==> config.mk <==
export PLATFORM = sky130hd
export DESIGN_NAME = alu_jump_unit
export DESIGN_NICKNAME = d
export VERILOG_FILES = /design/src/alu_jump_pkg.sv /design/src/mult_if.sv /design/src/alu_jump_unit.sv /design/src/product_unit.sv
export SDC_FILE = /design/constraint.sdc
export NUM_CORES = 1
export LEC_CHECK = 0
export ABC_AREA = 1
export BUFFER_PORTS_ARGS = -buffer_cell sky130_fd_sc_hd__buf_2
export CAP_MARGIN = 20
export CORE_ASPECT_RATIO = 1.5
export CORE_MARGIN = 2
export CORE_UTILIZATION = 45
export CTS_CLUSTER_DIAMETER = 30
export CTS_CLUSTER_SIZE = 30
export DETAILED_ROUTE_END_ITERATION = 8
export PLACE_DENSITY_LB_ADDON = 0.05
export SYNTH_ARGS = -nofsm -noshare
export SYNTH_HDL_FRONTEND = slang
export SYNTH_SLANG_ARGS = --single-unit
==> constraint.sdc <==
create_clock -name clk -period 3 [get_ports clk]
set_input_delay 0.3 -clock clk [delete_from_list [all_inputs] [get_ports clk]]
set_output_delay 0.3 -clock clk [all_outputs]
set_load 0.02 [all_outputs]
==> src/alu_jump_pkg.sv <==
package alu_jump_pkg;

	// ------------------------------------------------------------
	// Operation codes handed over by the instruction decoder
	// ------------------------------------------------------------
	typedef enum logic [5:0] {
		op_add_regs                  = 6'h00,
		op_add_carry                 = 6'h01,
		op_word_immediate_sum        = 6'h02,
		op_sub_regs                  = 6'h03,
		op_constant_difference       = 6'h04,
		op_borrow_difference         = 6'h05,
		op_borrow_constant_difference = 6'h06,
		op_word_immediate_difference = 6'h07,
		op_and_regs                  = 6'h08,
		op_mask_with_constant        = 6'h09,
		op_or_regs                   = 6'h0a,
		op_merge_with_constant       = 6'h0b,
		op_exclusive_merge           = 6'h0c,
		op_ones_inversion            = 6'h0d,
		op_twos_inversion            = 6'h0e,
		op_bits_set_op               = 6'h0f,
		op_bits_clear_op             = 6'h10,
		op_plus_one                  = 6'h11,
		op_minus_one                 = 6'h12,
		op_zero_sign_probe           = 6'h13,
		op_wipe_register             = 6'h14,
		op_fill_ones                 = 6'h15,
		op_unsigned_product          = 6'h16,
		op_signed_product            = 6'h17,
		op_mixed_product             = 6'h18,
		op_fraction_product_u        = 6'h19,
		op_fraction_product_s        = 6'h1a,
		op_fraction_product_mixed    = 6'h1b,
		op_relative_goto             = 6'h1c,
		op_pointer_goto              = 6'h1d,
		op_far_pointer_goto          = 6'h1e,
		op_absolute_goto             = 6'h1f,
		op_relative_routine_entry    = 6'h20,
		op_pointer_routine_entry     = 6'h21,
		op_far_pointer_routine_entry = 6'h22,
		op_direct_routine_entry      = 6'h23
	} op_type;

	// ------------------------------------------------------------
	// Status register bit positions
	// ------------------------------------------------------------
	localparam int FLAG_C = 0;
	localparam int FLAG_Z = 1;
	localparam int FLAG_N = 2;
	localparam int FLAG_V = 3;
	localparam int FLAG_S = 4;
	localparam int FLAG_H = 5;

	// ------------------------------------------------------------
	// Widths, cycle counts, reset values
	// ------------------------------------------------------------
	localparam int PC_WIDTH  = 22;
	localparam int OFS_WIDTH = 12;

	localparam logic [2:0] CYC_SINGLE   = 3'h1;
	localparam logic [2:0] CYC_WORD     = 3'h2;
	localparam logic [2:0] CYC_PRODUCT  = 3'h2;
	localparam logic [2:0] CYC_SHORT_GO = 3'h2;
	localparam logic [2:0] CYC_LONG_GO  = 3'h3;
	localparam logic [2:0] CYC_CALL     = 3'h4;
	localparam logic [2:0] CYC_FAR_CALL = 3'h5;

	localparam logic [21:0] RET_STEP_SHORT = 22'h000001;
	localparam logic [21:0] RET_STEP_LONG  = 22'h000002;
	localparam logic [21:0] PC_REL_STEP    = 22'h000001;

	localparam logic [7:0]  ALL_ONES    = 8'hff;
	localparam logic [7:0]  ALL_ZERO    = 8'h00;
	localparam logic [7:0]  SIGN_ONLY   = 8'h80;
	localparam logic [7:0]  SIGN_BELOW  = 8'h7f;
	localparam logic [15:0] WORD_SIGN   = 16'h8000;
	localparam logic [2:0]  CNT_RESET   = 3'h0;
	localparam logic [5:0]  KIND_RESET  = 6'h00;

endpackage : alu_jump_pkg

==> src/mult_if.sv <==
`timescale 1ns/1ps
interface mult_if;
	logic [7:0]  a;
	logic [7:0]  b;
	logic        a_signed;
	logic        b_signed;
	logic        frac;
	logic [15:0] prod;
	logic        carry;

	modport core (output a, output b, output a_signed, output b_signed, output frac,
		input prod, input carry);
	modport unit (input a, input b, input a_signed, input b_signed, input frac,
		output prod, output carry);
endinterface : mult_if

==> src/alu_jump_unit.sv <==
`timescale 1ns/1ps
// Functional notes
// RL1 - Add, add-with-carry: one cycle, ZCNVH
// RL2 - Word add/sub immediate: two cycles, ZCNVS
// RL3 - Subtract register or constant: one cycle
// RL4 - Borrow forms also subtract carry flag
// RL5 - AND/OR/XOR forms update Z N V only
// RL6 - Ones and twos inversion, one cycle
// RL7 - Bit set ORs mask, clear ANDs inverse
// RL8 - Increment, decrement keep carry untouched
// RL9 - Probe ANDs register with itself
// RL10 - Wipe gives zero; fill loads ones, no flags
// RL11 - Products into fixed pair, two cycles
// RL12 - Fractional products shifted left one bit
// RL13 - Relative two cycles, absolute three cycles
// RL14 - Pointer gotos load Z, extended prefix
// RL15 - Calls four cycles, direct call five
// RL16 - Unlisted flags kept; return saved first
module alu_jump_unit (
	input  wire logic                   clk,
	input  wire logic                   rst_n,
	input  wire logic                   op_valid,
	input  wire alu_jump_pkg::op_type   op_code,
	input  wire logic [7:0]             dst_val,
	input  wire logic [7:0]             src_val,
	input  wire logic [7:0]             imm_val,
	input  wire logic [15:0]            word_val,
	input  wire logic [7:0]             flags_in,
	input  wire logic [21:0]            pc_val,
	input  wire logic [11:0]            jump_offset,
	input  wire logic [21:0]            jump_target,
	input  wire logic [15:0]            z_pointer,
	input  wire logic [7:0]             jump_extension_byte,
	output logic                        busy,
	output logic                        done,
	output logic                        res_we,
	output logic [7:0]                  res_data,
	output logic                        word_we,
	output logic [15:0]                 word_data,
	output logic                        prod_we,
	output logic [15:0]                 prod_data,
	output logic                        flags_we,
	output logic [7:0]                  flags_out,
	output logic                        pc_we,
	output logic [21:0]                 pc_data,
	output logic                        ret_we,
	output logic [21:0]                 ret_data
);

	// ------------------------------------------------------------
	// Operand preparation
	// ------------------------------------------------------------
	alu_jump_pkg::op_type op;
	logic        accept;
	logic [7:0]  b;
	logic        cin;
	logic [8:0]  sum9;
	logic [8:0]  dif9;
	logic [8:0]  neg9;
	logic [16:0] wsum;
	logic [16:0] wdif;
	logic [21:0] rel_pc;
	logic [21:0] far_z;
	mult_if      mi ();

	assign op     = op_code;
	assign accept = op_valid & ~busy;
	assign b      = (op == alu_jump_pkg::op_constant_difference ||
		op == alu_jump_pkg::op_borrow_constant_difference) ? imm_val : src_val;
	assign cin    = (op == alu_jump_pkg::op_add_carry || op == alu_jump_pkg::op_borrow_difference
		|| op == alu_jump_pkg::op_borrow_constant_difference) & flags_in[alu_jump_pkg::FLAG_C];
	assign sum9   = {1'b0, dst_val} + {1'b0, b} + {8'h00, cin};    // [RL1]
	assign dif9   = {1'b0, dst_val} - {1'b0, b} - {8'h00, cin};    // [RL3] [RL4]
	assign neg9   = {1'b0, alu_jump_pkg::ALL_ZERO} - {1'b0, dst_val};  // [RL6]
	assign wsum   = {1'b0, word_val} + {11'h000, imm_val[5:0]};    // [RL2]
	assign wdif   = {1'b0, word_val} - {11'h000, imm_val[5:0]};    // [RL2]
	assign rel_pc = pc_val + {{10{jump_offset[11]}}, jump_offset} + alu_jump_pkg::PC_REL_STEP;
	assign far_z  = {jump_extension_byte[5:0], z_pointer};         // [RL14]

	// ------------------------------------------------------------
	// Multiplier
	// ------------------------------------------------------------
	assign mi.a        = dst_val;
	assign mi.b        = src_val;
	assign mi.a_signed = op == alu_jump_pkg::op_signed_product ||
		op == alu_jump_pkg::op_mixed_product || op == alu_jump_pkg::op_fraction_product_s ||
		op == alu_jump_pkg::op_fraction_product_mixed;
	assign mi.b_signed = op == alu_jump_pkg::op_signed_product ||
		op == alu_jump_pkg::op_fraction_product_s;
	assign mi.frac     = op == alu_jump_pkg::op_fraction_product_u ||   // [RL12]
		op == alu_jump_pkg::op_fraction_product_s || op == alu_jump_pkg::op_fraction_product_mixed;

	product_unit u_product (
		.m (mi.unit)
	);

	// ------------------------------------------------------------
	// Result and flag selection
	// ------------------------------------------------------------
	logic [7:0]  r8;
	logic [15:0] r16;
	logic [7:0]  f;
	logic [21:0] tgt;
	logic [21:0] ret;
	logic [2:0]  cyc;
	logic [5:0]  kind;  // res, word, prod, flags, pc, call

	always_comb begin
		f    = flags_in;  // [RL16]
		r8   = dst_val;
		r16  = word_val;
		tgt  = pc_val;
		ret  = pc_val + alu_jump_pkg::RET_STEP_SHORT;
		cyc  = alu_jump_pkg::CYC_SINGLE;
		kind = 6'b100100;
		case (op)
			alu_jump_pkg::op_add_regs, alu_jump_pkg::op_add_carry: begin
				r8 = sum9[7:0];  // [RL1]
				f[alu_jump_pkg::FLAG_C] = sum9[8];
				f[alu_jump_pkg::FLAG_H] = (dst_val[3] & b[3]) | (b[3] & ~r8[3]) | (~r8[3] & dst_val[3]);
				f[alu_jump_pkg::FLAG_V] = (dst_val[7] & b[7] & ~r8[7]) | (~dst_val[7] & ~b[7] & r8[7]);
			end
			alu_jump_pkg::op_sub_regs, alu_jump_pkg::op_constant_difference,
			alu_jump_pkg::op_borrow_difference, alu_jump_pkg::op_borrow_constant_difference: begin
				r8 = dif9[7:0];  // [RL3] [RL4]
				f[alu_jump_pkg::FLAG_C] = dif9[8];
				f[alu_jump_pkg::FLAG_H] = (~dst_val[3] & b[3]) | (b[3] & r8[3]) | (r8[3] & ~dst_val[3]);
				f[alu_jump_pkg::FLAG_V] = (dst_val[7] & ~b[7] & ~r8[7]) | (~dst_val[7] & b[7] & r8[7]);
			end
			alu_jump_pkg::op_twos_inversion: begin
				r8 = neg9[7:0];  // [RL6]
				f[alu_jump_pkg::FLAG_C] = r8 != alu_jump_pkg::ALL_ZERO;
				f[alu_jump_pkg::FLAG_H] = r8[3] | dst_val[3];
				f[alu_jump_pkg::FLAG_V] = r8 == alu_jump_pkg::SIGN_ONLY;
			end
			alu_jump_pkg::op_ones_inversion: begin
				r8 = alu_jump_pkg::ALL_ONES - dst_val;  // [RL6]
				f[alu_jump_pkg::FLAG_C] = 1'b1;
				f[alu_jump_pkg::FLAG_V] = 1'b0;
			end
			alu_jump_pkg::op_and_regs, alu_jump_pkg::op_mask_with_constant,
			alu_jump_pkg::op_or_regs, alu_jump_pkg::op_merge_with_constant,
			alu_jump_pkg::op_exclusive_merge, alu_jump_pkg::op_bits_set_op,
			alu_jump_pkg::op_bits_clear_op, alu_jump_pkg::op_zero_sign_probe,
			alu_jump_pkg::op_wipe_register: begin
				f[alu_jump_pkg::FLAG_V] = 1'b0;  // [RL5]
				if (op == alu_jump_pkg::op_and_regs)
					r8 = dst_val & src_val;
				else if (op == alu_jump_pkg::op_mask_with_constant)
					r8 = dst_val & imm_val;
				else if (op == alu_jump_pkg::op_or_regs)
					r8 = dst_val | src_val;
				else if (op == alu_jump_pkg::op_merge_with_constant || op == alu_jump_pkg::op_bits_set_op)
					r8 = dst_val | imm_val;  // [RL7]
				else if (op == alu_jump_pkg::op_bits_clear_op)
					r8 = dst_val & (alu_jump_pkg::ALL_ONES - imm_val);  // [RL7]
				else if (op == alu_jump_pkg::op_zero_sign_probe)
					r8 = dst_val & dst_val;  // [RL9]
				else
					r8 = dst_val ^ (op == alu_jump_pkg::op_wipe_register ? dst_val : src_val);  // [RL10]
			end
			alu_jump_pkg::op_plus_one, alu_jump_pkg::op_minus_one: begin
				// Carry is left alone so multi-byte loops can count with it intact
				r8 = (op == alu_jump_pkg::op_plus_one) ? dst_val + 8'h01 : dst_val - 8'h01;  // [RL8]
				f[alu_jump_pkg::FLAG_V] = (op == alu_jump_pkg::op_plus_one) ?
					r8 == alu_jump_pkg::SIGN_ONLY : r8 == alu_jump_pkg::SIGN_BELOW;
			end
			alu_jump_pkg::op_fill_ones: begin
				r8   = alu_jump_pkg::ALL_ONES;  // [RL10]
				kind = 6'b100000;
			end
			alu_jump_pkg::op_word_immediate_sum, alu_jump_pkg::op_word_immediate_difference: begin
				cyc  = alu_jump_pkg::CYC_WORD;  // [RL2]
				kind = 6'b010100;
				if (op == alu_jump_pkg::op_word_immediate_sum) begin
					r16 = wsum[15:0];
					f[alu_jump_pkg::FLAG_C] = wsum[16];
					f[alu_jump_pkg::FLAG_V] = ~word_val[15] & r16[15];
				end else begin
					r16 = wdif[15:0];
					f[alu_jump_pkg::FLAG_C] = wdif[16];
					f[alu_jump_pkg::FLAG_V] = word_val[15] & ~r16[15];
				end
				f[alu_jump_pkg::FLAG_Z] = r16 == 16'h0000;
				f[alu_jump_pkg::FLAG_N] = r16[15];
				f[alu_jump_pkg::FLAG_S] = r16[15] ^ f[alu_jump_pkg::FLAG_V];
			end
			alu_jump_pkg::op_unsigned_product, alu_jump_pkg::op_signed_product,
			alu_jump_pkg::op_mixed_product, alu_jump_pkg::op_fraction_product_u,
			alu_jump_pkg::op_fraction_product_s, alu_jump_pkg::op_fraction_product_mixed: begin
				cyc  = alu_jump_pkg::CYC_PRODUCT;  // [RL11] [RL12]
				kind = 6'b001100;
				r16  = mi.prod;
				f[alu_jump_pkg::FLAG_C] = mi.carry;
				f[alu_jump_pkg::FLAG_Z] = mi.prod == 16'h0000;
			end
			alu_jump_pkg::op_relative_goto, alu_jump_pkg::op_pointer_goto,
			alu_jump_pkg::op_far_pointer_goto, alu_jump_pkg::op_absolute_goto: begin
				kind = 6'b000010;  // [RL13] [RL14]
				cyc  = alu_jump_pkg::CYC_SHORT_GO;
				if (op == alu_jump_pkg::op_relative_goto)
					tgt = rel_pc;
				else if (op == alu_jump_pkg::op_pointer_goto)
					tgt = {6'h00, z_pointer};
				else if (op == alu_jump_pkg::op_far_pointer_goto)
					tgt = far_z;
				else begin
					tgt = jump_target;
					cyc = alu_jump_pkg::CYC_LONG_GO;
				end
			end
			alu_jump_pkg::op_relative_routine_entry, alu_jump_pkg::op_pointer_routine_entry,
			alu_jump_pkg::op_far_pointer_routine_entry, alu_jump_pkg::op_direct_routine_entry: begin
				kind = 6'b000011;  // [RL15]
				cyc  = alu_jump_pkg::CYC_CALL;
				if (op == alu_jump_pkg::op_relative_routine_entry)
					tgt = rel_pc;
				else if (op == alu_jump_pkg::op_pointer_routine_entry)
					tgt = {6'h00, z_pointer};
				else if (op == alu_jump_pkg::op_far_pointer_routine_entry)
					tgt = far_z;
				else begin
					tgt = jump_target;
					ret = pc_val + alu_jump_pkg::RET_STEP_LONG;  // Two-word instruction
					cyc = alu_jump_pkg::CYC_FAR_CALL;
				end
			end
			default: kind = alu_jump_pkg::KIND_RESET;
		endcase
		if (cyc == alu_jump_pkg::CYC_SINGLE && kind[2]) begin
			f[alu_jump_pkg::FLAG_Z] = r8 == alu_jump_pkg::ALL_ZERO;
			f[alu_jump_pkg::FLAG_N] = r8[7];
			// Borrow forms chain zero across bytes: stays clear once cleared
			if (op == alu_jump_pkg::op_borrow_difference ||
				op == alu_jump_pkg::op_borrow_constant_difference)
				f[alu_jump_pkg::FLAG_Z] = f[alu_jump_pkg::FLAG_Z] & flags_in[alu_jump_pkg::FLAG_Z];
		end
	end

	// ------------------------------------------------------------
	// Sequencing
	// ------------------------------------------------------------
	logic [2:0] cnt_q;
	logic [5:0] kind_q;
	logic       fire_q;
	logic       ret_q;

	assign busy = cnt_q != alu_jump_pkg::CNT_RESET;

	always_ff @(posedge clk or negedge rst_n) begin
		if (!rst_n) begin
			cnt_q  <= alu_jump_pkg::CNT_RESET;
			fire_q <= 1'b0;
			ret_q  <= 1'b0;
		end else begin
			fire_q <= (accept && cyc == alu_jump_pkg::CYC_SINGLE) || cnt_q == 3'h1;
			// Return address goes out right away, well ahead of the redirect
			ret_q  <= accept & kind[0];  // [RL16]
			if (accept)
				cnt_q <= cyc - 3'h1;
			else if (busy)
				cnt_q <= cnt_q - 3'h1;
		end
	end

	always_ff @(posedge clk or negedge rst_n) begin
		if (!rst_n) begin
			kind_q    <= alu_jump_pkg::KIND_RESET;
			res_data  <= alu_jump_pkg::ALL_ZERO;
			word_data <= 16'h0000;
			prod_data <= 16'h0000;
			flags_out <= alu_jump_pkg::ALL_ZERO;
			pc_data   <= 22'h000000;
			ret_data  <= 22'h000000;
		end else if (accept) begin
			kind_q    <= kind;
			res_data  <= r8;
			word_data <= r16;
			prod_data <= r16;
			flags_out <= f;
			pc_data   <= tgt;
			ret_data  <= ret;
		end
	end

	assign done     = fire_q;
	assign res_we   = fire_q & kind_q[5];
	assign word_we  = fire_q & kind_q[4];
	assign prod_we  = fire_q & kind_q[3];
	assign flags_we = fire_q & kind_q[2];
	assign pc_we    = fire_q & kind_q[1];
	assign ret_we   = ret_q;
endmodule : alu_jump_unit

==> src/product_unit.sv <==
`timescale 1ns/1ps
module product_unit (
	mult_if.unit m
);
	logic signed [8:0]  ax;
	logic signed [8:0]  bx;
	logic signed [17:0] full;

	assign ax = {m.a_signed & m.a[7], m.a};
	assign bx = {m.b_signed & m.b[7], m.b};
	assign full = ax * bx;
	// Carry reflects the raw product, before the fractional shift
	assign m.carry = full[15];
	assign m.prod = m.frac ? {full[14:0], 1'b0} : full[15:0];
endmodule : product_unit

==> results list, run 1 <==
- Highest metal layer with signal wires: met5
- Entering global routing, the biggest net connects 57 pins.
- Global-route wire length before repair: 95,990 um
* CTS Sinks: 86
- Vertical die dimension: 224.5 um
* Worst path arrival time: 5.09 ns
* Period utilisation layout: 1.616
- Across the routed clock network, the largest skew measured is 0.006727 ns.
- The tightest hold path in the finished design has a slack of 0.1301 ns.
- STA classifies the critical path endpoint as a register.
- Net count reported at finish: 3,120
* Fraction of final layout cells sized beyond drive strength 1: 0.2896
- CTS built an H-tree with a depth of 3.
* Routability Congestion: 1.022
- Setup slack after layout: -1.848 ns
* Leading cell type in the layout, fill and taps excluded: sky130_fd_sc_hd__nand2_1
- The first detailed-routing pass took 7 iterations.
* Pre-CTS setup slack: -2.405 ns
- Static timing analysis puts the maximum clock frequency at 0.2063 GHz.
- After synthesis, the mean cell area works out to 6.218 um2.
- Stage delay of the slowest cell on the critical path: 0.51 ns
- The checks that failed: setup timing.
- The synthesized design contains 0 enable-type register cells.
- Number of buffers inserted by port buffering: 234
- Via-to-Cell Ratio: 5.510
- Number of global-route vias before repair: 17,530
* Critical path buffer and inverter count: 6
- Critical register-to-register path startpoint: cnt_q[0]$_DFFE_PN0P_
* Worst hold path stage count: 3
- Average routed wire per standard cell: 19.71 um
- Reg2reg setup slack: 0.48 ns
- I/O pins: 237
* Setup repair after global routing missed its margin: yes
* Hold Path Class: input port to register
* Highest net fanout along the worst path: 5
- Post-synth net total: 2,660
- Result of the run: finished with violations
- Synth warnings: 0
* Starting utilization of the core area: 0.4583
- The initial antenna violation count came to 1.
* Global router's overall resource usage: 0.3718
- The number of max-slew violations in the final report is 0.
* Synth cell types: 59
* Diode count: 0
* Detail Route met3 WL: 3786 um
* Area contributors post-synth: sky130_fd_sc_hd__nand2_1, sky130_fd_sc_hd__dfrtp_1, sky130_fd_sc_hd__fa_1, sky130_fd_sc_hd__inv_1, sky130_fd_sc_hd__ha_1
- Chip width: 151.0 um
- Post-synthesis instance total: 2,346
- Startpoint of the tightest hold check path: flags_in[6]
- Reg2Reg Capture Point: pc_data[2]$_DFFE_PN0P_
- The path with the worst hold slack has its endpoint at flags_out[6]$_DFFE_PN0P_.
* Number of max-capacitance violations reported: 0
- Worst Reg-to-Reg Cells: 11
- In the layout the commonest cells are sky130_fd_sc_hd__nand2_1, sky130_fd_sc_hd__inv_1, sky130_fd_sc_hd__buf_4, sky130_fd_sc_hd__buf_2, sky130_fd_sc_hd__nor2_1.
- Skew-Pair Late Insertion Delay: 0.37 ns
- Via count: 17,750
* Top Family by Delay on Critical Path: adder cells
- The routed design has 63,500 um of wire.
- Slew at the pin closest to its max-slew limit: 0.7397 ns
- Clock edge transition at the registers on the reported setup and hold paths: 0.07 ns
- Cell with the biggest individual delay on the critical path: sky130_fd_sc_hd__fa_1
- The final hold violation count came to 0.
- Detailed placement finished with a half-perimeter wire length of 51,640 um.
- # setup viols final: 19
* Startpoint types: input port
* Cell type with the largest total area after synthesis: sky130_fd_sc_hd__nand2_1
- Flip-flop and latch count after synthesis: 86
- Number of remaining DRC errors: 0
* CTS tree: built
- For this block, wires on met1 add up to 23,380 um.
- The count of nets left with antenna violations once routing finished came out at 0.
- In this run the standard cell core region covers 31,830 um2.
* Largest vdd supply drop: 0.4553 mV
* Primary FF master, synth: sky130_fd_sc_hd__dfrtp_1
* CP Class: input port to register
* Placement Rows: 80
- In this run the power density over the cells is 557.6 nW/um2.
* Worst Path Required: 3.24 ns
* Number of buffers on the longest clock path: 2
- The cell area that synthesis handed to floorplanning was 14,590 um2.
* Proportion of synthesized flip-flops having asynchronous set or reset: 1.000
- Remaining global-route overflow: 0
- Of the synthesized area, sequential elements account for 0.1475.
- Detailed Route Iter0 Violations: 1,147
- Final period demand of the worst path: 4.848 ns
* Overall die area: 33,900 um2
- For this design the static power due to leakage is 10.60 nW.
- P&R area growth vs syn: 35.13%
- In the detailed route, the total length drawn on met2 is 30,940 um.
- CTS root buf: sky130_fd_sc_hd__clkbuf_16
- In this run the tightest slew margin relative to its limit is 0.5069.
- Area fraction of the dominant cell type after synthesis: 0.1678
- TritonCTS Buffers: 9
-- cell families after synthesis --
group,after synthesis,synth area share
xor gates and xnor gates,54,0.03242
and+or+nand+nor,1135,0.3348
buffers and inverters,483,0.1314
AOI/OAI and AO/OA,410,0.1643
DFF,86,0.1475
muxes,1,0.0006862
adders and majority gates,177,0.1889
-- worst reg2reg max path, cell delays in order, from the launching register on --
cell and delay [ns]:
sky130_fd_sc_hd__dfrtp_1 0.41, sky130_fd_sc_hd__inv_1 0.11, sky130_fd_sc_hd__ha_1 0.16, sky130_fd_sc_hd__inv_1 0.04, sky130_fd_sc_hd__nor2_1 0.16, sky130_fd_sc_hd__inv_1 0.14, sky130_fd_sc_hd__nor2_4 0.14, sky130_fd_sc_hd__clkinv_2 0.26
sky130_fd_sc_hd__buf_4 0.30, sky130_fd_sc_hd__nor2_1 0.33, sky130_fd_sc_hd__o21ai_0 0.17, sky130_fd_sc_hd__o2111ai_1 0.20
-- where the power goes --
group | internal [mW] | switching, mW
Sequential | 1.70 | 0.379
Combinational | 3.26 | 4.50
Clock | 0.589 | 0.569
-- stage by stage --
step / TNS, ns / cell area [um2] / utilization / std cells / power [mW]
finish: -19.88 / 19710 / 0.6193 / 3221 / 10.99
global route: -23.38 / 19710 / 0.6193 / 3221 / 11.76
CTS: -22.16 / 19470 / 0.6117 / 3216 / 10.59
detailed placement: -33.35 / 18080 / 0.5680 / 3167 / 8.605
global placement: -31.82 / 18080 / 0.5680 / 3167 / 8.505
floorplan: -20.16 / 14850 / - / 2346 / 6.135
-- sequential cells by signal, indices dropped and copies added (netlist names) --
register,count
ret_we,1
prod_data,16
res_data,8
ret_data,22
cnt_q,3
done,1
flags_out,8
kind_q,5
pc_data,22
-- layout make-up --
cell class | count | area (um2)
Clock buffer | 9 | 225.2
Sequential cell | 86 | 2152
Timing Repair Buffer | 545 | 3800
Multi-Input combinational cell | 1777 | 11460
Inverter | 387 | 1490
Tap cell | 410 | 513.0
Fill cell | 3086 | 12120
Clock inverter | 7 | 75.07
-- cell usage after synthesis, drive strengths merged, types with 2 or more instances --
cell / instances
o21ai: 157
clkbuf: 61
xnor2: 21
nor4: 9
a22oi: 2
o221ai: 3
fa: 72
a31oi: 17
nand4: 45
nand3: 167
ha: 105
nor3: 29
clkinv: 2
inv: 385
o22a: 2
o22ai: 20
a21o: 6
o2111ai: 10
o31ai: 7
a221oi: 4
o211ai: 23
and2: 2
buf: 35
nor2: 199
dfrtp: 86
a2bb2oi: 6
xor2: 33
a21oi: 119
nand3b: 4
nand2: 667
a211oi: 12
or2: 11
o21bai: 5
o21a: 8
a21boi: 5
-- timing repair --
item,CTS,global route
buffers inserted,34,12
hold buffers,1,0
pin swaps,77,62
gates cloned,1,0
hold endpoints to repair,21,0
resized for setup,195,68
setup endpoints to repair,22,25
-- per-layer routing --
| layer | up-vias | track usage |
|---|---|---|
| met1 | 8347 | 0.4146 |
| met2 | 701 | 0.6422 |
| met5 | - | 0 |
| met4 | 2 | 0.2707 |
| met3 | 208 | 0.04746 |
| li1 | 8489 | - |
-- how the worst max path moves through the flow --
stage                from                        end  slack [ns]  cells past startpoint
3_5_place_dp   op_code[1]  prod_data[15]$_DFFE_PN0P_       -2.40                     27
2_1_floorplan  op_code[1]  prod_data[15]$_DFFE_PN0P_       -1.91                     29
3_3_place_gp   op_code[1]   flags_out[1]$_DFFE_PN0P_       -2.30                     29
4_1_cts        op_code[3]   flags_out[1]$_DFFE_PN0P_       -1.75                     31
5_1_grt        op_code[0]   flags_out[1]$_DFFE_PN0P_       -2.03                     31
6_report       op_code[0]   flags_out[1]$_DFFE_PN0P_       -1.85                     30
Note: power is estimated with default switching activity, not from simulation.
==> run 2: changes to the inputs <==
Settings changed: SETUP_SLACK_MARGIN set to 0.4.
Clock period 3 ns to 3.95 ns, I/O delays scaled along.
==> run 2 against run 1 <==
The flow still finishes with violations (setup timing). Largest power group unchanged. Sequential power fell by 24%. Register-to-register slack better by 0.72 ns. Global-route usage shrank 1.1 points. Critical path type unchanged.
==> results list, run 2 (synthesis gave the netlist of run 1 again) <==
- The share of total power dissipated in sequential elements is 0.198.
- Startpoint types: input port
- Via-to-Cell Ratio: 5.520
- Leading cell type in the layout, fill and taps excluded: sky130_fd_sc_hd__nand2_1
- Failing checks: setup timing
- Clock-pin slew was measured on the worst setup and hold paths at 0.07 ns.
- Measured in cells, the most critical reg-to-reg path has a length of 12.
- Total power draw: 8.024 mW
- In this run the tightest slew margin relative to its limit is 0.4869.
- Clock network power share: 0.107
- The clock arrives with 0.006807 ns of skew.
- The first TritonRoute pass finished after 5 iterations.
- Entering global routing, the biggest net connects 58 pins.
* Number of remaining DRC errors: 0
- Routability Congestion: 1.008
* Placeable core region: 31,830 um2
- Average routed wire per standard cell: 19.63 um
- Among all stages on the critical path, the largest delay is contributed by sky130_fd_sc_hd__fa_1.
* Number of buffers on the longest clock path: 2
- The floorplan step set the die height to 224.5 um.
* Setup repair after global routing missed its margin: yes
- Period utilisation layout: 1.252
* Total Wirelength: 61,410 um
- Worst Path Required: 4.20 ns
- Number of pins with negative max-slew slack in the final report: 0
- Number of buffers inserted by port buffering: 234
- Overall die area: 33,900 um2
- In this run the core area contains 80 standard-cell rows.
- Critical register-to-register path startpoint: cnt_q[0]$_DFFE_PN0P_
* Half-perimeter wire length after detailed placement: 50,330 um
* Post-route core utilization: 0.5839
* Antenna Violating Nets Remaining: 0
- The first global-routing pass estimated 93,370 um of wire.
* Pre-CTS setup slack: -1.544 ns
* Reg2reg setup slack: 1.20 ns
* Slew at the pin closest to its max-slew limit: 0.7696 ns
- The run finished, with violations left.
* Hold Path Class: input port to asynchronous set/reset pin
- Fraction of final layout cells sized beyond drive strength 1: 0.2434
* Critical path's most frequent cell: sky130_fd_sc_hd__fa_1
* Pwr per Cell Area: 431.8 nW/um2
- CP Class: input port to register
- CTS tree: built
* Max Freq: 0.2022 GHz
- In the layout the commonest cells are sky130_fd_sc_hd__nand2_1, sky130_fd_sc_hd__inv_1, sky130_fd_sc_hd__buf_2, sky130_fd_sc_hd__buf_4, sky130_fd_sc_hd__nor2_1.
* Final period demand of the worst path: 4.946 ns
- The final hold violation count came to 0.
* TritonCTS Buffers: 9
- Setup slack after layout: -0.9958 ns
* Worst path arrival time: 5.20 ns
- In the final layout, the registers with the most flip-flops are pc_data x22, ret_data x22, prod_data x16.
- Chip width: 151.0 um
- The H-tree was split into 3 levels.
* Skew-Pair Late Insertion Delay: 0.37 ns
- Via count: 17,270
- Remaining global-route overflow: 0
- Largest vdd supply drop: 0.3875 mV
- CTS Sinks: 86
- # setup viols final: 11
- CTS Hold Bufs: 0
- Sum of negative setup slack: -9.415 ns
* Net count reported at finish: 3,025
* Stage delay of the slowest cell on the critical path: 0.49 ns
- The internal power of the cells totals 4.042 mW.
- Highest net fanout along the worst path: 6
- Number of max-capacitance violations reported: 0
- The initial antenna violation count is 3.
- Share of total power consumed by net switching: 0.4963
- Switching power: 3.982 mW
- STA classifies the critical path endpoint as a register.
- The worst register-to-register path ends at pc_data[13]$_DFFE_PN0P_.
- CTS root buf: sky130_fd_sc_hd__clkbuf_16
- I/O pins: 237
- After the first detailed-routing iteration, the DRC count stood at 985.
- Static Leak: 10.06 nW
- Compared with the post-synthesis result, the final layout area differs by 27.40%.
- Number of global-route vias before repair: 17,090
* Global router's overall resource usage: 0.3605
- The initial utilization of the core area, before any placement, comes to 0.4583.
- Tracing the worst setup path back leads to its startpoint at op_code[3].
- The filler cells instantiated in the layout total 3,196.
- Comb pwr share: 0.695
==> run 2: cell count changes in the layout (fill, tap and decap cells not counted), moves of 5 or more <==
cell / before / now
sky130_fd_sc_hd__a21oi_1: 104 / 109
sky130_fd_sc_hd__a21oi_2: 13 / 7
sky130_fd_sc_hd__buf_12: 9 / 1
sky130_fd_sc_hd__buf_4: 288 / 200
sky130_fd_sc_hd__ha_1: 79 / 86
sky130_fd_sc_hd__ha_4: 26 / 18
sky130_fd_sc_hd__inv_1: 334 / 347
sky130_fd_sc_hd__inv_2: 45 / 32
sky130_fd_sc_hd__nand2_1: 606 / 619
sky130_fd_sc_hd__nand2_2: 46 / 37
sky130_fd_sc_hd__o21ai_0: 125 / 133
sky130_fd_sc_hd__o21ai_2: 10 / 4
==> run 2: worst max-delay path, delay by kind of cell <==
family	cells	cell delay, ns
buffers and inverters	7	0.47
and+or+nand+nor	16	1.39
AOI/OAI and AO/OA	2	0.28
adders and majority gates	6	2.67
==> run 2: power groups by stage <==
stage	sequential, mW	clock (mW)	combinational, mW
after CTS	1.59	0.875	5.27
after floorplan	1.98	0	2.67
after detailed placement	1.60	0	4.83
after global placement	1.59	0	4.79
final	1.59	0.859	5.58
after global routing	1.63	0.896	6.11
==> run 2: how the worst max path moves through the flow <==
stage                                      endpoint
after floorplan           prod_data[15]$_DFFE_PN0P_
after global placement     flags_out[0]$_DFFE_PN0P_
after detailed placement   flags_out[1]$_DFFE_PN0P_
after CTS                  flags_out[1]$_DFFE_PN0P_
after global routing       flags_out[1]$_DFFE_PN0P_
final                      flags_out[1]$_DFFE_PN0P_
==> run 2: timing repair <==
| item | CTS | global route |
|---|---|---|
| setup endpoints to repair | 15 | 20 |
| gates resized for setup | 118 | 67 |
| pin swaps | 49 | 34 |
| setup buffers | 16 | 9 |
==> run 2: cell type report <==
cell class	instances	area, um2	area share
Clock buffer	9	225.2	0.01212
Clock inverter	7	66.31	0.003568
Sequential cell	86	2152	0.1158
Timing Repair Buffer	450	2958	0.1591
Antenna cell	3	7.507	0.0004039
Multi-Input combinational cell	1777	11180	0.6014
Tap cell	410	513.0	0.02760
Inverter	387	1486	0.07998
==> run 2: per-layer routing <==
layer	vias up	track usage	routed length (um)
li1	8289	-	-
met5	-	0	11
met2	725	0.6095	29340
met3	206	0.05112	4279
met1	8050	0.4039	22210
met4	2	0.2774	5571
==> run 2: through the flow <==
step	std cells	area, um2	hold WS (ns)
after floorplan	2346	14790	0.09941
after global placement	3085	17380	0.4498
after detailed placement	3085	17380	0.4611
after CTS	3117	18260	0.09549
after global routing	3126	18580	0.1349
final	3129	18590	0.07072
==> run 3: changes to the inputs <==
Settings changed: BUFFER_PORTS_ARGS -buffer_cell sky130_fd_sc_hd__buf_2 to unset, CORE_ASPECT_RATIO 1.5 to 1.4, DONT_BUFFER_PORTS set to 1.
==> run 3 against run 2 <==
The run still ends with setup timing left. Critical path type unchanged. Largest power group unchanged. Register-to-register slack lost 0.12 ns. Fmax is 1.7% higher. Final area rose by 3.5%. Total power rose by 0.48%. Combinational power shrank 11%. Count of clock-buffer cells in the layout is 1 higher.
==> results list, run 3 (synthesis gave the netlist of run 1 again) <==
- The worst setup path is captured at a register.
- Initial antenna violation count: 0
* Period utilisation layout: 1.231
- Global-route wire length before repair: 95,120 um
* Placement Rows: 78
- Net count reported at finish: 2,877
* Stage delay of the slowest cell on the critical path: 0.62 ns
* Worst hold path stage count: 2
* Final period demand of the worst path: 4.861 ns
- 237 I/O pins were placed.
* GR met1 Demand/Resource: 0.3914
* Fraction of final layout cells sized beyond drive strength 1: 0.2391
* Number of pins with negative max-slew slack in the final report: 0
- Number of global-route vias before repair: 16,260
- Overall die area: 33,890 um2
- The final reports fail on setup timing.
* Result of the run: finished with violations
- Global router's overall resource usage: 0.3720
* Max_slew headroom: 0.4978
- Detailed routing inserted a total of 17,010 vias.
- Skew-Pair Late Insertion Delay: 0.37 ns
- # setup viols final: 45
* Worst clock skew on the final layout: 0.01301 ns
* Post-route core utilization: 0.5970
* Critical register-to-register path startpoint: cnt_q[0]$_DFFE_PN0P_
- The repair_antennas step left the layout with diodes totalling 0.
- The H-tree was split into 3 levels.
- Power spread over the standard cell area amounts to 419.4 nW/um2.
- P&R area growth vs syn: 31.80%
- For this configuration, the core starts out at a cell density of 0.4530.
* Reg2reg setup slack: 1.08 ns
- Worst Reg-to-Reg Cells: 12
* Met2 Resource Use GR: 0.6528
- Antenna Violating Nets Remaining: 0
* CP Class: input port to register
* Remaining global-route overflow: 0
- Commonest cells after routing, fill and taps aside: sky130_fd_sc_hd__nand2_1, sky130_fd_sc_hd__inv_1, sky130_fd_sc_hd__buf_4, sky130_fd_sc_hd__nor2_1, sky130_fd_sc_hd__nand3_1
- Endpoint, Worst Hold: flags_out[6]$_DFFE_PN0P_
- Adding up every negative setup slack in the final design gives -13.12 ns.
- Dividing the detail-routed via count by the number of cells gives 5.730.
* Post-detailed-placement cell area: 15,630 um2
* Average routed wire per standard cell: 22.61 um
- GR met3 Demand/Resource: 0.07447
- Detailed placement finished with a half-perimeter wire length of 49,240 um.
- Reg2Reg Capture Point: pc_data[7]$_DFFE_PN0P_
- Endpoints failing hold: 0
- The global routing stage identified its most utilized layer as met2.
- Final hold analysis gives a worst-case slack of 0.1498 ns.
* Setup slack after layout: -0.9110 ns
* Startpoint types: input port
- Chip width: 156.2 um
* Placeable core region: 32,210 um2
- Max-cap violations in this run came to 0.
- Number of buffers inserted by port buffering: 0
- Counting the buffers created by CTS gives 9.
- Static Leak: 9.824 nW
* Largest vdd supply drop: 0.2706 mV
- Hold Path Class: input port to register
- Max Freq: 0.2057 GHz
- Along the worst path, the maximum fanout reaches 6.
- Setup repair after global routing missed its margin: yes
* Slew at the pin closest to its max-slew limit: 0.7533 ns
* CTS root buf: sky130_fd_sc_hd__clkbuf_16
* Cell area after layout: 19,230 um2
- The worst hold path begins at flags_in[6].
- CTS tree: built
- Pre-CTS setup slack: -1.406 ns
* Maximum number of pins on one net before global-route repair: 87
- For this run, the detailed router's first-pass iteration total came to 5.
* Vertical die dimension: 217.0 um
- In this run, the number of DRC markers left after iteration 0 of detailed routing was 1,232.
* Routability Congestion: 0.9901
* Cell with the biggest individual delay on the critical path: sky130_fd_sc_hd__fa_2
- Total Wirelength: 67,110 um
- Leading cell type in the layout, fill and taps excluded: sky130_fd_sc_hd__nand2_1
- CTS Sinks: 86
* Registers with the most flip-flops: pc_data x22, ret_data x22, prod_data x16
- For the worst setup path, the data required time is 4.20 ns.
- No sink is reached through more buffers than the 2 on the longest clock path.
- Worst path arrival time: 5.11 ns
- In the routed design, unresolved DRC markers number 0.
- Clock edge transition at the registers on the reported setup and hold paths: 0.07 ns
run 3: cell types whose count changed in the layout (fill, tap and decap cells not counted), moves of 9 or more:
cell                      delta
sky130_fd_sc_hd__buf_12     +11
sky130_fd_sc_hd__buf_2     -221
sky130_fd_sc_hd__buf_4      -36
sky130_fd_sc_hd__buf_6      +94
sky130_fd_sc_hd__nand2_1    -25
sky130_fd_sc_hd__nand2_2     +9
sky130_fd_sc_hd__nand2_4    +13
sky130_fd_sc_hd__nand3_1    -11
sky130_fd_sc_hd__nand3_2     +9
sky130_fd_sc_hd__nor2_1     -15
sky130_fd_sc_hd__o21ai_0    -16
sky130_fd_sc_hd__o21ai_1     +9
run 3: metal layers:
| metal | up-vias | share of wire |
|---|---|---|
| li1 | 7998 | - |
| met5 | - | 0 |
| met3 | 251 | 0.080 |
| met2 | 740 | 0.48 |
| met4 | 0 | 0.091 |
| met1 | 8018 | 0.34 |
run 3: cell type report:
type / count / area, um2
repair inverters: 2 / 12.51
inverters: 387 / 1583
well taps: 400 / 500.5
multi-input cells: 1777 / 11790
repair buffers: 300 / 2908
clock inverters: 6 / 47.55
clock buffers: 10 / 239.0
fillers: 3032 / 12980
flip-flops and latches: 86 / 2152
run 3: timing repair:
item                                   4_1_cts  5_1_grt
setup buffers                               88       95
setup endpoints to repair                   12       81
hold buffers                                 2        0
endpoints found under the hold margin       86        0
gates cloned                                 0        3
pin swaps                                   49      129
resized for setup                           74      393
run 3: critical path, delay by kind of cell:
family                   cells  cell delay [ns]
AND/OR/NAND/NOR             14             1.20
AO/OA/AOI/OAI                2             0.21
buffers and inverters        7             0.54
adder cells (fa/ha/maj)      6             2.78
run 3: worst max path at each step:
stage	from	to	slack, ns	depth (start not counted)
floorplan	op_code[1]	prod_data[15]$_DFFE_PN0P_	-1.05	29
global placement	op_code[3]	flags_out[1]$_DFFE_PN0P_	-1.30	28
detailed placement	op_code[3]	flags_out[1]$_DFFE_PN0P_	-1.41	31
CTS	op_code[2]	prod_data[12]$_DFFE_PN0P_	-0.79	30
global route	op_code[3]	flags_out[1]$_DFFE_PN0P_	-1.10	28
finish	op_code[3]	prod_data[15]$_DFFE_PN0P_	-0.91	29
run 3: power breakdown:
part | leakage (nW) | switching (mW) | total (mW) | internal (mW)
Sequential | 1.04 | 0.979 | 2.26 | 1.28
Clock | 0.146 | 0.405 | 0.858 | 0.453
Combinational | 8.64 | 2.65 | 4.94 | 2.29
run 3: stage by stage:
stage | cells | total power [mW]
after floorplan | 2346 | 4.650
after CTS | 2870 | 7.337
after detailed placement | 2764 | 5.855
final | 2968 | 8.063
after global placement | 2764 | 5.815
after global routing | 2968 | 8.629
